`config.mk`:
```
export PLATFORM = sky130hd
export DESIGN_NAME = wtp_top
export DESIGN_NICKNAME = d
export VERILOG_FILES = /design/src/logic/wtp_pkg.sv /design/src/logic/wtp_pin_sync.sv /design/src/logic/wtp_tap_mux.sv /design/src/logic/wtp_top.sv
export SDC_FILE = /design/constraint.sdc
export NUM_CORES = 1
export LEC_CHECK = 0
export ABC_CLOCK_PERIOD_IN_PS = 2900
export BUFFER_PORTS_ARGS = -buffer_cell sky130_fd_sc_hd__buf_2
export CAP_MARGIN = 40
export CORE_MARGIN = 5
export CORE_UTILIZATION = 35
export CTS_CLUSTER_DIAMETER = 50
export DETAILED_ROUTE_END_ITERATION = 7
export PLACE_DENSITY = 0.67
export SYNTH_ARGS = -nofsm -noshare
export SYNTH_HDL_FRONTEND = slang
export SYNTH_SLANG_ARGS = --single-unit
export TNS_END_PERCENT = 1
```
`constraint.sdc`:
```
create_clock -name clk_sys_i -period 2.9 [get_ports clk_sys_i]
set_input_delay 0.145 -clock clk_sys_i [delete_from_list [all_inputs] [get_ports clk_sys_i]]
set_output_delay 0.145 -clock clk_sys_i [all_outputs]
set_load 0.05 [all_outputs]
```
`src/logic/wtp_pkg.sv`:
```
/*
 * Shared constants for the watch tick prescaler: register map, field
 * positions, reset values, tap tables and timing figures.
 * Assumes a 32-bit AXI4-Lite register bus and a single 25 MHz system clock.
 */
package wtp_pkg;

    // ----------
    // Bus geometry
    // ----------
    localparam int          AXI_AW        = 8;
    localparam int          AXI_DW        = 32;
    localparam int          AXI_SW        = AXI_DW / 8;
    localparam logic [1:0]  RESP_OKAY     = 2'h0;
    localparam logic [1:0]  RESP_SLVERR   = 2'h2;

    // ----------
    // Register offsets (byte addresses)
    // ----------
    localparam logic [AXI_AW-1:0] OFS_SRC_TAP_SEL = 8'h00;
    localparam logic [AXI_AW-1:0] OFS_RUN_CTRL    = 8'h04;

    // ----------
    // Field positions
    // ----------
    localparam int          SRC_SEL_LSB   = 0;
    localparam int          SRC_SEL_W     = 2;
    localparam int          TAP_SET_LSB   = 8;
    localparam int          TAP_SET_W     = 3;
    localparam int          RUN_EN_BIT    = 0;
    localparam int          RUN_STATE_BIT = 1;

    // Writable field masks per variant
    localparam logic [SRC_SEL_W-1:0] SRC_MASK_A = 2'h1;
    localparam logic [SRC_SEL_W-1:0] SRC_MASK_B = 2'h3;
    localparam logic [TAP_SET_W-1:0] TAP_MASK_A = 3'h1;
    localparam logic [TAP_SET_W-1:0] TAP_MASK_B = 3'h7;

    // Reset values
    localparam logic [SRC_SEL_W-1:0] SRC_SEL_RST = 2'h0;
    localparam logic [TAP_SET_W-1:0] TAP_SET_RST = 3'h0;
    localparam logic                 RUN_EN_RST  = 1'b0;

    // Source select codes
    localparam logic [SRC_SEL_W-1:0] SRC_SUB     = 2'h0;
    localparam logic [SRC_SEL_W-1:0] SRC_MAIN    = 2'h1;
    localparam logic [SRC_SEL_W-1:0] SRC_FAST_RC = 2'h2;
    localparam logic [SRC_SEL_W-1:0] SRC_SLOW_RC = 2'h3;
    localparam int                   SRC_N       = 4;

    // ----------
    // Divider and tap table: counter bit feeding tick 0 for each code;
    // tick k uses that bit plus k (period 2^(bit+1) source cycles)
    // ----------
    localparam int          CNT_W         = 25;
    localparam int          TICK_N        = 4;
    localparam logic [4:0]  TAP_BASE_000  = 5'h0B;
    localparam logic [4:0]  TAP_BASE_001  = 5'h15;
    localparam logic [4:0]  TAP_BASE_010  = 5'h00;
    localparam logic [4:0]  TAP_BASE_011  = 5'h04;
    localparam logic [4:0]  TAP_BASE_100  = 5'h08;
    localparam logic [4:0]  TAP_BASE_101  = 5'h0F;
    localparam logic [4:0]  TAP_BASE_110  = 5'h13;

    // ----------
    // Timing
    // ----------
    localparam int          SYS_CLK_PERIOD_NS = 40;
    localparam int          EN_LAT_SRC_CYC    = 2;
    localparam int          RST_SYNC_STAGES   = 2;

endpackage

```
`src/logic/wtp_pin_sync.sv`:
```
/*
 * Three-flop input synchroniser for asynchronous pins.
 * The output follows only once the second and third stage agree.
 * Assumes a single sampling clock and an active-low async reset.
 */
`timescale 1ns/10ps
module wtp_pin_sync #(
    parameter int W = 1
) (
    input  wire logic         clk_sys_i,   // Sampling clock
    input  wire logic         rst_n_i,     // Active-low reset
    input  wire logic [W-1:0] pin_i,       // Asynchronous inputs
    output logic      [W-1:0] sync_o       // Filtered synchronous copy
);

    logic [W-1:0] s1_q;
    logic [W-1:0] s2_q;
    logic [W-1:0] s3_q;
    logic [W-1:0] agree;

    // ----------
    // Stage chain; first stage is read only by the second
    // ----------
    assign agree = ~(s2_q ^ s3_q);

    always_ff @(posedge clk_sys_i or negedge rst_n_i)
    begin
        if (!rst_n_i)
        begin
            s1_q   <= '0;
            s2_q   <= '0;
            s3_q   <= '0;
            sync_o <= '0;
        end
        else
        begin
            s1_q   <= pin_i;
            s2_q   <= s1_q;
            s3_q   <= s2_q;
            sync_o <= (agree & s3_q) | (~agree & sync_o);
        end
    end

endmodule // wtp_pin_sync

```
`src/logic/wtp_tap_mux.sv`:
```
/*
 * Tap selection for the four tick outputs: picks counter bits per the
 * tap-set code and blanks all ticks for the undefined code.
 * Assumes the caller masks the code to the variant's legal range.
 */
`timescale 1ns/10ps
module wtp_tap_mux
    import wtp_pkg::*;
(
    input  wire logic [wtp_pkg::CNT_W-1:0]     cnt_i,     // Divider count
    input  wire logic [wtp_pkg::TAP_SET_W-1:0] tap_set_i, // Tap-set code
    output logic      [wtp_pkg::TICK_N-1:0]    tick_o     // Selected tick levels
);

    logic [4:0] base;
    logic       tap_ok;

    // ----------
    // Code to base bit decode
    // ----------
    always_comb
    begin
        tap_ok = 1'b1;
        case (tap_set_i)
            3'h0:    base = TAP_BASE_000;   // RL1 RL10
            3'h1:    base = TAP_BASE_001;   // RL1 RL10
            3'h2:    base = TAP_BASE_010;   // RL10
            3'h3:    base = TAP_BASE_011;   // RL10
            3'h4:    base = TAP_BASE_100;   // RL11
            3'h5:    base = TAP_BASE_101;   // RL11
            3'h6:    base = TAP_BASE_110;   // RL11
            default:
            begin
                base   = 5'h00;
                tap_ok = 1'b0;              // RL22
            end
        endcase
    end

    // One bit pick per tick
    genvar k;
    generate
        for (k = 0; k < TICK_N; k++)
        begin : g_tick
            logic [4:0] idx;
            assign idx       = base + 5'(k);
            assign tick_o[k] = tap_ok & cnt_i[idx];   // RL13
        end
    endgenerate

endmodule // wtp_tap_mux

```
`src/logic/wtp_top.sv`:
```
/*
 * Watch tick prescaler: AXI4-Lite register slave, source clock selection,
 * down-counting divider and four tick outputs for a watch counter.
 * Assumes source clocks arrive as asynchronous pins no faster than a quarter of the
 * system clock; they are sampled, not used as clocks.
 */
// The address map and register access over AXI4-Lite were left to the implementer.
`timescale 1ns/10ps

// Operation
// RL1 - Variant A tap bit picks two period sets
// RL2 - Variant A source bit: sub or main clock
// RL3 - Variant A unused select bits read zero
// RL4 - Software writes zero to select bits 10:9
// RL5 - Enable register bits 7:2 read zero
// RL6 - Bit 1 reads real run state, write-ignored
// RL7 - Enable low stops, blanks and clears counter
// RL8 - Enable high starts counting and toggling ticks
// RL9 - Enable lands two source cycles after write
// RL10 - Variant B codes 000 to 011 periods
// RL11 - Variant B codes 100 to 110 periods
// RL12 - Variant B offers four divider sources
// RL13 - Down counter bits feed ticks via taps
// RL14 - Ticks held low while divider stopped
// RL15 - Register writes taken on bus clock edge
// RL16 - Bus settings synchronised before source use
// RL17 - Stop, poll, reselect, then re-enable
// RL18 - No changes while watch counter runs
// RL19 - Restart watch counter after re-enable
// RL20 - Variant B field positions and reserved bits
// RL21 - Variant B source code encoding
// RL22 - Variant parameter; code 111 holds ticks low
// RL23 - Select resets zero; two-stage enable crossing
module wtp_top
    import wtp_pkg::*;
#(
    parameter bit VARIANT_B = 1'b0                          // 0: variant A, 1: variant B
) (
    input  wire logic                          clk_sys_i,        // System clock, 25 MHz
    input  wire logic                          rst_n_i,          // Async reset, active low
    input  wire logic [wtp_pkg::AXI_AW-1:0]    s_axi_awaddr_i,   // Write address
    input  wire logic                          s_axi_awvalid_i,  // Write address valid
    output logic                               s_axi_awready_o,  // Write address ready
    input  wire logic [wtp_pkg::AXI_DW-1:0]    s_axi_wdata_i,    // Write data
    input  wire logic [wtp_pkg::AXI_SW-1:0]    s_axi_wstrb_i,    // Write byte strobes
    input  wire logic                          s_axi_wvalid_i,   // Write data valid
    output logic                               s_axi_wready_o,   // Write data ready
    output logic [1:0]                         s_axi_bresp_o,    // Write response
    output logic                               s_axi_bvalid_o,   // Write response valid
    input  wire logic                          s_axi_bready_i,   // Write response ready
    input  wire logic [wtp_pkg::AXI_AW-1:0]    s_axi_araddr_i,   // Read address
    input  wire logic                          s_axi_arvalid_i,  // Read address valid
    output logic                               s_axi_arready_o,  // Read address ready
    output logic [wtp_pkg::AXI_DW-1:0]         s_axi_rdata_o,    // Read data
    output logic [1:0]                         s_axi_rresp_o,    // Read response
    output logic                               s_axi_rvalid_o,   // Read data valid
    input  wire logic                          s_axi_rready_i,   // Read data ready
    input  wire logic                          src_sub_i,        // Sub clock pin
    input  wire logic                          src_main_i,       // Main clock pin
    input  wire logic                          src_fast_rc_i,    // Fast RC oscillator pin
    input  wire logic                          src_slow_rc_i,    // Prescaled slow RC pin
    output logic                               tick_out_0_o,     // Tick 0, shortest period
    output logic                               tick_out_1_o,     // Tick 1
    output logic                               tick_out_2_o,     // Tick 2
    output logic                               tick_out_3_o      // Tick 3, longest period
);

    // ----------
    // Declarations
    // ----------
    logic [RST_SYNC_STAGES-1:0] rst_pipe_q;
    logic                       rst_sync_n;

    logic                       awready_q;
    logic                       wready_q;
    logic                       bvalid_q;
    logic [1:0]                 bresp_q;
    logic                       arready_q;
    logic                       rvalid_q;
    logic [1:0]                 rresp_q;
    logic [AXI_DW-1:0]          rdata_q;
    logic [AXI_AW-1:0]          awaddr_q;
    logic [AXI_DW-1:0]          wdata_q;
    logic [AXI_SW-1:0]          wstrb_q;
    logic                       aw_have_q;
    logic                       w_have_q;

    logic [SRC_SEL_W-1:0]       src_sel_q;
    logic [TAP_SET_W-1:0]       tap_set_q;
    logic                       run_en_q;

    logic [SRC_N-1:0]           src_pins;
    logic [SRC_N-1:0]           src_sync;
    logic [SRC_N-1:0]           src_prev_q;
    logic [EN_LAT_SRC_CYC-1:0]  en_pipe_q;
    logic                       run_q;
    logic [CNT_W-1:0]           cnt_q;
    logic [TICK_N-1:0]          tick_nxt;
    logic [TICK_N-1:0]          tick_q;

    logic [SRC_SEL_W-1:0]       src_mask;
    logic [TAP_SET_W-1:0]       tap_mask;
    logic                       aw_hs;
    logic                       w_hs;
    logic                       ar_hs;
    logic                       do_wr;
    logic                       wr_sel_hit;
    logic                       wr_run_hit;
    logic                       wr_ok;
    logic                       rd_sel_hit;
    logic                       rd_run_hit;
    logic [AXI_DW-1:0]          rd_word;
    logic                       src_edge;

    // ----------
    // Reset release
    // ----------
    // Async assert, two-flop synchronous release
    always_ff @(posedge clk_sys_i or negedge rst_n_i)
    begin
        if (!rst_n_i)
            rst_pipe_q <= '0;
        else
            rst_pipe_q <= {rst_pipe_q[RST_SYNC_STAGES-2:0], 1'b1};
    end

    assign rst_sync_n = rst_pipe_q[RST_SYNC_STAGES-1];

    // ----------
    // Bus decode
    // ----------
    // Writable bits depend on the build variant
    assign src_mask   = VARIANT_B ? SRC_MASK_B : SRC_MASK_A;  // RL22
    assign tap_mask   = VARIANT_B ? TAP_MASK_B : TAP_MASK_A;  // RL22

    assign aw_hs      = s_axi_awvalid_i & awready_q;
    assign w_hs       = s_axi_wvalid_i & wready_q;
    assign ar_hs      = s_axi_arvalid_i & arready_q;
    assign do_wr      = aw_have_q & w_have_q & ~bvalid_q;
    assign wr_sel_hit = (awaddr_q[AXI_AW-1:2] == OFS_SRC_TAP_SEL[AXI_AW-1:2]);
    assign wr_run_hit = (awaddr_q[AXI_AW-1:2] == OFS_RUN_CTRL[AXI_AW-1:2]);
    assign wr_ok      = wr_sel_hit | wr_run_hit;
    assign rd_sel_hit = (s_axi_araddr_i[AXI_AW-1:2] == OFS_SRC_TAP_SEL[AXI_AW-1:2]);
    assign rd_run_hit = (s_axi_araddr_i[AXI_AW-1:2] == OFS_RUN_CTRL[AXI_AW-1:2]);

    // Read words; every unlisted bit reads zero
    assign rd_word = rd_sel_hit ?
                     (AXI_DW'(tap_set_q) << TAP_SET_LSB) |
                     (AXI_DW'(src_sel_q) << SRC_SEL_LSB) :        // RL3 RL20
                     rd_run_hit ?
                     (AXI_DW'(run_q) << RUN_STATE_BIT) |           // RL6
                     (AXI_DW'(run_en_q) << RUN_EN_BIT) :           // RL5
                     32'h0000_0000;

    // ----------
    // Write channels: address and data taken in either order
    // ----------
    always_ff @(posedge clk_sys_i or negedge rst_sync_n)
    begin
        if (!rst_sync_n)
        begin
            awready_q <= 1'b1;
            wready_q  <= 1'b1;
            aw_have_q <= 1'b0;
            w_have_q  <= 1'b0;
            awaddr_q  <= '0;
            wdata_q   <= '0;
            wstrb_q   <= '0;
            bvalid_q  <= 1'b0;
            bresp_q   <= RESP_OKAY;
        end
        else
        begin
            if (aw_hs)
            begin
                awaddr_q  <= s_axi_awaddr_i;
                aw_have_q <= 1'b1;
                awready_q <= 1'b0;
            end
            if (w_hs)
            begin
                wdata_q  <= s_axi_wdata_i;
                wstrb_q  <= s_axi_wstrb_i;
                w_have_q <= 1'b1;
                wready_q <= 1'b0;
            end
            if (do_wr)
            begin
                aw_have_q <= 1'b0;
                w_have_q  <= 1'b0;
                bvalid_q  <= 1'b1;
                bresp_q   <= wr_ok ? RESP_OKAY : RESP_SLVERR;
            end
            else if (bvalid_q && s_axi_bready_i)
            begin
                bvalid_q  <= 1'b0;
                awready_q <= 1'b1;
                wready_q  <= 1'b1;
            end
        end
    end

    // ----------
    // Register file
    // ----------
    // Fields outside the masks never store, so they read zero
    always_ff @(posedge clk_sys_i or negedge rst_sync_n)    // RL15
    begin
        if (!rst_sync_n)
        begin
            src_sel_q <= SRC_SEL_RST;                        // RL23
            tap_set_q <= TAP_SET_RST;                        // RL23
            run_en_q  <= RUN_EN_RST;
        end
        else if (do_wr)
        begin
            if (wr_sel_hit && wstrb_q[0])
                src_sel_q <= wdata_q[SRC_SEL_LSB +: SRC_SEL_W] & src_mask;  // RL2 RL21
            if (wr_sel_hit && wstrb_q[1])
                tap_set_q <= wdata_q[TAP_SET_LSB +: TAP_SET_W] & tap_mask;  // RL1 RL4
            if (wr_run_hit && wstrb_q[0])
                run_en_q  <= wdata_q[RUN_EN_BIT];                           // RL6
        end
    end

    // ----------
    // Read channel
    // ----------
    // Answer one cycle after the address is taken
    always_ff @(posedge clk_sys_i or negedge rst_sync_n)
    begin
        if (!rst_sync_n)
        begin
            arready_q <= 1'b1;
            rvalid_q  <= 1'b0;
            rdata_q   <= '0;
            rresp_q   <= RESP_OKAY;
        end
        else if (ar_hs)
        begin
            arready_q <= 1'b0;
            rvalid_q  <= 1'b1;
            rdata_q   <= rd_word;
            rresp_q   <= (rd_sel_hit | rd_run_hit) ? RESP_OKAY : RESP_SLVERR;
        end
        else if (rvalid_q && s_axi_rready_i)
        begin
            rvalid_q  <= 1'b0;
            arready_q <= 1'b1;
        end
    end

    // ----------
    // Source sampling
    // ----------
    // Index matches the source select code
    assign src_pins = {src_slow_rc_i, src_fast_rc_i, src_main_i, src_sub_i};  // RL12

    wtp_pin_sync #(
        .W         (SRC_N)
    ) u_src_sync (
        .clk_sys_i (clk_sys_i),
        .rst_n_i   (rst_sync_n),
        .pin_i     (src_pins),
        .sync_o    (src_sync)
    );

    // Rising edge of the selected source is the divider's clock enable
    always_ff @(posedge clk_sys_i or negedge rst_sync_n)
    begin
        if (!rst_sync_n)
            src_prev_q <= '0;
        else
            src_prev_q <= src_sync;
    end

    assign src_edge = src_sync[src_sel_q] & ~src_prev_q[src_sel_q];   // RL2 RL21

    // ----------
    // Enable crossing and divider
    // ----------
    // Enable advances one stage per source edge, so it lands at the second
    always_ff @(posedge clk_sys_i or negedge rst_sync_n)
    begin
        if (!rst_sync_n)
            en_pipe_q <= '0;
        else if (src_edge)
            en_pipe_q <= {en_pipe_q[EN_LAT_SRC_CYC-2:0], run_en_q};   // RL16 RL23
    end

    // Run state is the last stage, so both stages carry the enable
    assign run_q = en_pipe_q[EN_LAT_SRC_CYC-1];                       // RL9

    // Down counter, cleared while stopped
    always_ff @(posedge clk_sys_i or negedge rst_sync_n)
    begin
        if (!rst_sync_n)
            cnt_q <= '0;
        else if (!run_q)
            cnt_q <= '0;                                   // RL7
        else if (src_edge)
            cnt_q <= cnt_q - CNT_W'(1);                    // RL8 RL13
    end

    // ----------
    // Tick outputs
    // ----------
    wtp_tap_mux u_tap (
        .cnt_i     (cnt_q),
        .tap_set_i (tap_set_q),
        .tick_o    (tick_nxt)
    );

    // Registered ticks, forced low whenever the divider is stopped
    always_ff @(posedge clk_sys_i or negedge rst_sync_n)
    begin
        if (!rst_sync_n)
            tick_q <= '0;
        else
            tick_q <= run_q ? tick_nxt : '0;               // RL14 RL7
    end

    // ----------
    // Output assignment
    // ----------
    assign s_axi_awready_o = awready_q;
    assign s_axi_wready_o  = wready_q;
    assign s_axi_bvalid_o  = bvalid_q;
    assign s_axi_bresp_o   = bresp_q;
    assign s_axi_arready_o = arready_q;
    assign s_axi_rvalid_o  = rvalid_q;
    assign s_axi_rdata_o   = rdata_q;
    assign s_axi_rresp_o   = rresp_q;
    assign {tick_out_3_o, tick_out_2_o, tick_out_1_o, tick_out_0_o} = tick_q;

endmodule // wtp_top

```
# [Word level (Yosys, flattened, before mapping)]
# Cells that the tools add are included.
[totals] regBits=116 output_inout_bits=45
[classes] n_reduce_logical=16 n_addsub=4 bitwise_logic=22 eq_ne=3 muxes=37 order_cmp=5
[op_table] cell="25-bit 2-to-1 mux" count=2
[op_table] cell="1-bit 2-to-1 mux" count=25
[op_table] cell="25-bit by 1-bit subtractor with 25-bit output (second input constant)" count=1
[op_table] cell="5-bit by 6-bit < comparator with 1-bit output (second input constant)" count=4
[op_table] cell="1-bit binary-select mux with 5-bit select" count=4
[op_table] cell="6-bit by 1-bit == test with 1-bit output (second input constant)" count=2
[op_table] cell="6-bit logical NOT" count=2
[op_table] cell="5-bit by 2-bit adder with 5-bit output (second input constant)" count=2
[op_table] cell="1-bit bitwise AND" count=10
[op_table] cell="5-bit one-hot mux with 2 select lines" count=1
[op_table] cell="9-bit 2-to-1 mux" count=1
[op_table] cell="9-bit by 1-bit OR with 9-bit output" count=1
[op_table] cell="4-bit bitwise AND" count=2
[op_table] cell="4-bit inverter" count=2
[op_table] cell="2-bit nonzero test" count=4
[op_table] cell="2-bit 2-to-1 mux" count=3
[op_table] cell="2-bit AND reduction" count=3
[op_table] cell="5-bit by 1-bit adder with 5-bit output (second input constant)" count=1
[op_table] cell="1-bit logical AND" count=5
[op_table] cell="4-bit 2-to-1 mux" count=1
[op_table] cell="4-bit OR" count=1
[op_table] cell="4-bit XOR" count=1
[op_table] cell="3-bit logical NOT" count=1
[op_table] cell="1-bit by 3-bit < comparator with 1-bit output (second input constant)" count=1
[op_table] cell="other kinds (5)" count=7

# [Logic depth before layout (Yosys ltp)]
# Gate-level depths: netlist of run 1.
[logic_depth] depth_word=7 depth_mapped=6

# [By module]
# Synthesis of run 1 repeated with hierarchy kept, for this count alone.
[unflattened] hier_cells=475 hier_area_um2=4707.0
[modules_own_cells] module="wtp_top" area_each_um2=2907.8 cells_per_inst=260 n_inst=1
[modules_own_cells] module="wtp_tap_mux" area_each_um2=1353.8 cells_per_inst=195 n_inst=1
[modules_own_cells] module="wtp_pin_sync" area_each_um2=445.4 cells_per_inst=20 n_inst=1

# [Worst setup path before layout of run 1]
# No wires, ideal clock.
[synth_path] kind="flip-flop to flip-flop" startpoint="reg cnt_q[13]" endpoint="reg cnt_q[17]" slack_ps=649 path_stages_with_launch=6 synth_period_minus_slack_ps=2251 t_arrival_ps=2173 setup_time_ps=79 path_cell_list="dfrtp_1 -> or4_4 -> or4_4 -> buf_6 -> or4_1 -> a21oi_1"
[synth_between] elab_chain_len=3
[synth_lines] element="start: declaration" line_no="wtp_top.sv:97" source="logic [CNT_W-1:0] cnt_q;"
[synth_lines] element="start signal: assignment" line_no="wtp_top.sv:302" source="cnt_q <= cnt_q - CNT_W'(1);"
[synth_lines] element="25-bit by 1-bit subtractor with 25-bit output" line_no="wtp_top.sv:302"
[synth_lines] element="25-bit 2-to-1 mux" line_no="wtp_top.sv:301" source="else if (src_edge)"
[synth_lines] element="25-bit 2-to-1 mux" line_no="wtp_top.sv:299" source="else if (!run_q)"
# No other way between the ends. The select of a mux whose other input is x is not followed.
# A chain may end at the register's enable or synchronous reset.

# [Worst setup path after layout of run 1]
# Ends and elaborated chain as after synthesis.

==> results of run 1 <==
synthesized netlist by cell type (4+ instances only):
cell      number  area, µm²
a21oi_1       10       50.1
buf_4         31        233
clkbuf_1       7       26.3
dfrtp_1       65       1630
inv_1          8       30.0
mux2_2        16        180
mux2i_1       16        160
nand2_1       16       60.1
nand2b_1      11       68.8
nor2_1        19       71.3
nor4_1        10       62.6
o21ai_0        7       35.0
o31ai_1        6       45.0
or3_1          4       25.0
or4_1         10       75.1
xor2_1         4       35.0
metal layers:
layer	vias to the layer above	track usage [%]	part of all wire [%]
li1	1021	-	-
met5	-	0	0
met2	58	17.2	50
met3	4	4.69	7.2
met1	1030	12.7	42
met4	0	1.94	0.57
flip-flops by register name, indices dropped and copies added (netlist names), 2 cells and up, named ones only:
name             flops
u_src_sync.s2_q      2
src_prev_q           2
u_src_sync.s3_q      2
s_axi_rdata_o        3
u_src_sync.s1_q      2
cnt_q               25
rst_pipe_q           2
wdata_q              2
tick_q               4
awaddr_q             6
en_pipe_q            2
wstrb_q              2
kinds of logic after synthesis:
family	Yosys count
AO/OA/AOI/OAI	31
XOR/XNOR	6
adder cells (fa/ha/maj)	3
buffers and inverters	49
flip-flops	68
multiplexers	32
other	2
AND/OR/NAND/NOR	86
through the flow:
| step | hold slack, ns | cell area, µm² | total power [µW] | utilization [%] | std cells |
|---|---|---|---|---|---|
| 2_1_floorplan | -0.151 | 3240 | 2080 | - | 307 |
| 4_1_cts | 0.00131 | 3610 | 2970 | 41.4 | 442 |
| 6_report | 0.0194 | 3620 | 2940 | 41.5 | 443 |
| 5_1_grt | 0.00304 | 3620 | 3120 | 41.5 | 443 |
| 3_3_place_gp | -0.0697 | 3320 | 2200 | 38.1 | 417 |
| 3_5_place_dp | -0.0679 | 3360 | 2240 | 38.5 | 419 |
what timing repair did:
action / CTS / global route
hold buffers: 7 / 1
resized for setup: 0 / 0
hold endpoints to repair: 8 / 1
worst paths after layout:
| path | from | to |
|---|---|---|
| min reg2reg | rst_pipe_q[1] | u_src_sync.s1_q[0] |
| min in group asynchronous | rst_n_i | rst_pipe_q[1] |
| min | s_axi_rready_i | s_axi_rvalid_o |
| max | cnt_q[13] | cnt_q[17] |
| max in group asynchronous | rst_pipe_q[1] | cnt_q[11] |
| max reg2reg | cnt_q[13] | cnt_q[17] |
area by class of cell:
type | count | area (µm²)
Clock inverter | 7 | 60.1
Inverter | 9 | 33.8
Sequential cell | 68 | 1710
Tap cell | 108 | 135
Clock buffer | 9 | 124
Timing Repair Buffer | 52 | 335
Multi-Input combinational cell | 190 | 1230
Fill cell | 829 | 5100
power breakdown:
group	total [µW]	switching, µW	leakage, µW	internal (µW)
clock	715	392	0.0000844	323
sequential	1310	174	0.000874	1140
combinational	912	541	0.000722	371
total	2940	1110	0.00168	1830
==> reports/summary.txt, run 1 <==
H-tree levels: 3
Power per cell area: 811 mW/mm²
Insertion delay to the later sink of the worst-skew pair: 0.34 ns
Area share of and/or/nand/nor cells after synthesis: 15.4%
Worst clock skew: 0.00584 ns
P_leak: 0.00168 µW
Post-route ant nets: 0
Layout net count: 394
Sinks on Clock Net: 68
Number of cells produced by synthesis: 277
WP depth: 4
Max-cap violation count: 0
WP data arrival: 2.58 ns
Share of layout cells above drive strength 1: 25.1%
Core Area: 0.00872 mm²
Max Root-Sink Buffers: 2
Final Setup Violations: 0
Crit path launch type: flop
CP delay by family, top: simple AND/OR/NAND/NOR gates
Crit-path max FO: 10
Number of iterations in the first detailed-routing pass: 6
Detailed Place HPWL: 4120 µm
Vias in the first global route: 2063
Synth Register Bits: 68
Layout area overhead: 15.8%
Die Wd: 105 µm
Max incr delay on CP: 0.60 ns
Synth Area in Compound Gates: 6.44%
Via-to-Cell Ratio: 4.77
Worst slew pin tran: 0.816 ns
Most used DFF post-synth: dfrtp_1
# IOs: 108
Die H: 105 µm
Unrepaired setup endpoints after global routing: false
CTS tree: done
Crit. End Element: flop
DR WL/cell: 12.6 µm
Clk root buf: clkbuf_8
Min-Delay Path Class: input pin to flop
Detailed Route WL: 5580 µm
Gp weighted congestion: 0.730
Sequential element share of the synthesized area: 54.5%
Post-synthesis mux area share: 10.9%
Commonest non-fill, non-tap cell in the layout: dfrtp_1
Drt drc: 0
Xor/xnor cell area share of the yosys netlist: 1.68%
Final WS setup: 0.592 ns
Largest net degree at the start of global routing: 27
Hold path cells: 2
Mean Syn Cell Area: 11.3 µm²
N_diodes: 0
Flop2flop setup slack: 0.59 ns
Pre-CTS setup slack: 0.603 ns
Final period util: 79.6%
Cell row count: 34
Main combinational cell family by area after synthesis: simple AND/OR/NAND/NOR gates
Setup Buffers After CTS: 0
Async S/R FF share, synth: 100%
GR Util All Layers: 10.4%
DR vias: 2113
Slew margin rel.: 45.6%
CP most frequent cell: or4_4
Synth Cell Area: 0.00313 mm²
Adder-Cell Fraction of Synth Area: 1.04%
Fin. max-slew vios: 0
Worst Setup Path Type: flop to flop
Global route overflow: 0
CP bufs+invs: 0
Register-to-Register Path Depth: 4
Worst path slowest cell: or4_4
Total CTS buffers: 9
Final TNS setup: 0 ns
Required @ worst endpoint: 3.17 ns
Initial cell density of the core: 35.9%
DRT iter0 DRCs: 88
First-pass GRT wire length: 9500 µm
Antenna violations before repair: 0
Yosys cell types: 38
CP Cell Sequence: or4_4 -> or4_4 -> or4_1 -> a21oi_1
IO Port Bufs: 38
Number of synthesized flops with an enable pin: 0
Status: completed
Clk slew on worst S/H paths: 0.08 ns
YS warnings: 0
Die footprint: 0.0109 mm²
Most frequent cells in the layout: 64 x dfrtp_1, 38 x buf_2, 32 x conb_1, 19 x nor2_1
Tmin final: 2.31 ns
Final Hold Fails: 0
Fmax: 433 MHz
VDD IR max: 483 µV
No activity file was read; power rests on OpenSTA's default activity.
==> run 2, diff against run 1 <==
ABC_CLOCK_PERIOD_IN_PS = 2100   (was 2900)
PLACE_DENSITY = 0.7   (was 0.67)
clock period = 2.1 ns   (was 2.9 ns; I/O delays follow)
==> run 2 against run 1 <==
  * The flow now finishes with violations (negative setup slack)
  * Design area up 7.0%
  * Worst setup slack lost 0.65 ns
  * First-iteration DRC count up 9.1%
  * Core utilization grew 2.9 points
  * Flip-flop and latch count is the same
  * Hold slack improved by 0.038 ns
  * Die area is the same
  * Total power increased by 46%
  * Register-to-register slack lost 0.65 ns
  * Sequential power increased by 34%
  * Highest routed layer unchanged
  * Via count up 4.8%
==> reports/summary.txt, run 2 (synthesized netlist as in run 1, its figures left out) <==
Max Root-Sink Buffers: 2 (unchanged)
Clk root buf: clkbuf_8 (unchanged)
DRT iter0 DRCs: 96 (was 88)
Final Setup Violations: 4 (was 0)
Power per cell area: 1110 mW/mm² (was 811 mW/mm²)
# IOs: 108 (unchanged)
Crit. End Element: flop (unchanged)
Total CTS buffers: 9 (unchanged)
Worst slew pin tran: 0.893 ns (was 0.816 ns)
N_diodes: 0 (unchanged)
Comb pwr share: 35.8% (was 31.1%)
Net Sw Frac: 38.1% (was 37.7%)
IO Port Bufs: 38 (unchanged)
Top reg by flops: cnt_q (unchanged)
Largest registers: cnt_q x25, awaddr_q x6, tick_q x4 (unchanged)
Antenna violations before repair: 0 (unchanged)
RR Startpoint: cnt_q[13] (unchanged)
Flop2flop setup slack: -0.06 ns (was 0.59 ns)
Most frequent cells in the layout: 64 x dfrtp_1, 38 x buf_2, 32 x conb_1, 19 x nor2_1, 19 x dlygate4sd3_1 (was 64 x dfrtp_1, 38 x buf_2, 32 x conb_1, 19 x nor2_1)
Detailed Route WL: 6200 µm (was 5580 µm)
WP data arrival: 2.43 ns (was 2.58 ns)
P_leak: 0.00180 µW (was 0.00168 µW)
Clock share of power: 23.2% (was 24.3%)
Unrepaired setup endpoints after global routing: true (was false)
Layout area overhead: 23.9% (was 15.8%)
Failing checks: negative setup slack
Number of iterations in the first detailed-routing pass: 4 (was 6)
DR vias: 2215 (was 2113)
Drt drc: 0 (unchanged)
DR WL/cell: 13.4 µm (was 12.6 µm)
Final Hold Fails: 0 (unchanged)
Crit-path max FO: 5 (was 10)
Int Pwr: 2660 µW (was 1830 µW)
Required @ worst endpoint: 2.37 ns (was 3.17 ns)
Global route overflow: 0 (unchanged)
Largest register FFs: 25 (unchanged)
Final WS setup: -0.0594 ns (was 0.592 ns)
Worst Setup Path Type: flop to flop (unchanged)
Seq pwr share: 41.0% (was 44.6%)
Sinks on Clock Net: 68 (unchanged)
GR Util All Layers: 11.8% (was 10.4%)
Final period util: 103% (was 79.6%)
Worst clock skew: 0.00887 ns (was 0.00584 ns)
Detailed Place HPWL: 4060 µm (was 4120 µm)
Net switching power figure: 1630 µW (was 1110 µW)
Dpl cells: 428 (was 419)
Register-to-Register Path Depth: 4 (unchanged)
Worst R2R End: cnt_q[18] (was cnt_q[17])
Share of layout cells above drive strength 1: 29.5% (was 25.1%)
Via-to-Cell Ratio: 4.77 (about the same)
Commonest non-fill, non-tap cell in the layout: dfrtp_1 (unchanged)
Cell row count: 34 (unchanged)
Min-Delay Path Class: input pin to async pin (was input pin to flop)
Initial cell density of the core: 35.9% (unchanged)
Die footprint: 0.0109 mm² (unchanged)
Core Area: 0.00872 mm² (unchanged)
Status: finished, violations left (was completed)
Tmin final: 2.16 ns (was 2.31 ns)
First-pass GRT wire length: 10700 µm (was 9500 µm)
H-tree levels: 3 (unchanged)
Largest net degree at the start of global routing: 38 (was 27)
Clk slew on worst S/H paths: 0.08 ns (about the same)
Fin. max-slew vios: 0 (unchanged)
Post-layout util: 44.4% (was 41.5%)
Crit path launch type: flop (unchanged)
CTS tree: done (unchanged)
Layout net count: 415 (was 394)
Die Wd: 105 µm (unchanged)
Insertion delay to the later sink of the worst-skew pair: 0.35 ns (was 0.34 ns)
Vias in the first global route: 2236 (was 2063)
Die H: 105 µm (unchanged)
Final std cells w/o fill: 464 (was 443)
Fmax: 463 MHz (was 433 MHz)
Max-cap violation count: 0 (unchanged)
Slew margin rel.: 40.2% (was 45.6%)
Pre-CTS setup slack: -0.0740 ns (was 0.603 ns)
Gp weighted congestion: 0.748 (was 0.730)
VDD IR max: 648 µV (was 483 µV)
Post-route ant nets: 0 (unchanged)
run 2: what timing repair did:
| item | in CTS | in global routing |
|---|---|---|
| pin swaps | 5 | 4 |
| hold buffers | 19 | 0 |
| resized for setup | 7 | 7 |
| setup endpoints to repair | 8 | 9 |
| setup buffers | 0 | 0 |
| hold endpoints to repair | 19 | 0 |
| gates cloned | 1 | 0 |
run 2: critical path, stage by stage, from the launching register on:
cell,delay (ns)
dfrtp_1,0.39
or4_4,0.57
or4_4,0.55
or4_4,0.44
a21oi_2,0.13
run 2: routing by layer:
metal / global-route usage [%] / share of wire, %
met5: 0 / 0
met1: 14.2 / 42
met4: 2.78 / 0.92
met3: 5.18 / 9.0
met2: 19.5 / 48
run 2: power groups by stage:
stage          Clock [µW]  Combinational [µW]  Sequential, µW
2_1_floorplan           0                 979            1900
3_3_place_gp            0                1310            1770
3_5_place_dp            0                1340            1780
4_1_cts              1020                1460            1760
5_1_grt              1080                1660            1810
6_report              997                1530            1760
run 2: metrics by stage:
step	hold WS, ns	TNS, ns	instance area, µm²	power [µW]
floorplan	-0.191	-0.369	3240	2880
global placement	-0.109	-0.144	3420	3080
detailed placement	-0.108	-0.245	3420	3120
CTS	0.0383	-0.337	3840	4240
global route	0.0548	-0.628	3880	4550
finish	0.0577	-0.121	3880	4290
run 2: how the worst max path moves through the flow:
stage	start	to	slack (ns)
2_1_floorplan	cnt_q[12]	cnt_q[17]	-0.11
3_3_place_gp	cnt_q[12]	cnt_q[17]	-0.06
3_5_place_dp	cnt_q[12]	cnt_q[17]	-0.07
4_1_cts	cnt_q[11]	cnt_q[17]	-0.08
5_1_grt	cnt_q[13]	cnt_q[18]	-0.11
6_report	cnt_q[13]	cnt_q[18]	-0.06
run 2: area by class of cell:
cell class,count,area [µm²]
fillers,799,4840
clock buffers,9,124
well taps,108,135
flip-flops and latches,68,1710
repair buffers,72,505
multi-input cells,191,1310
inverters,9,33.8
clock inverters,7,58.8
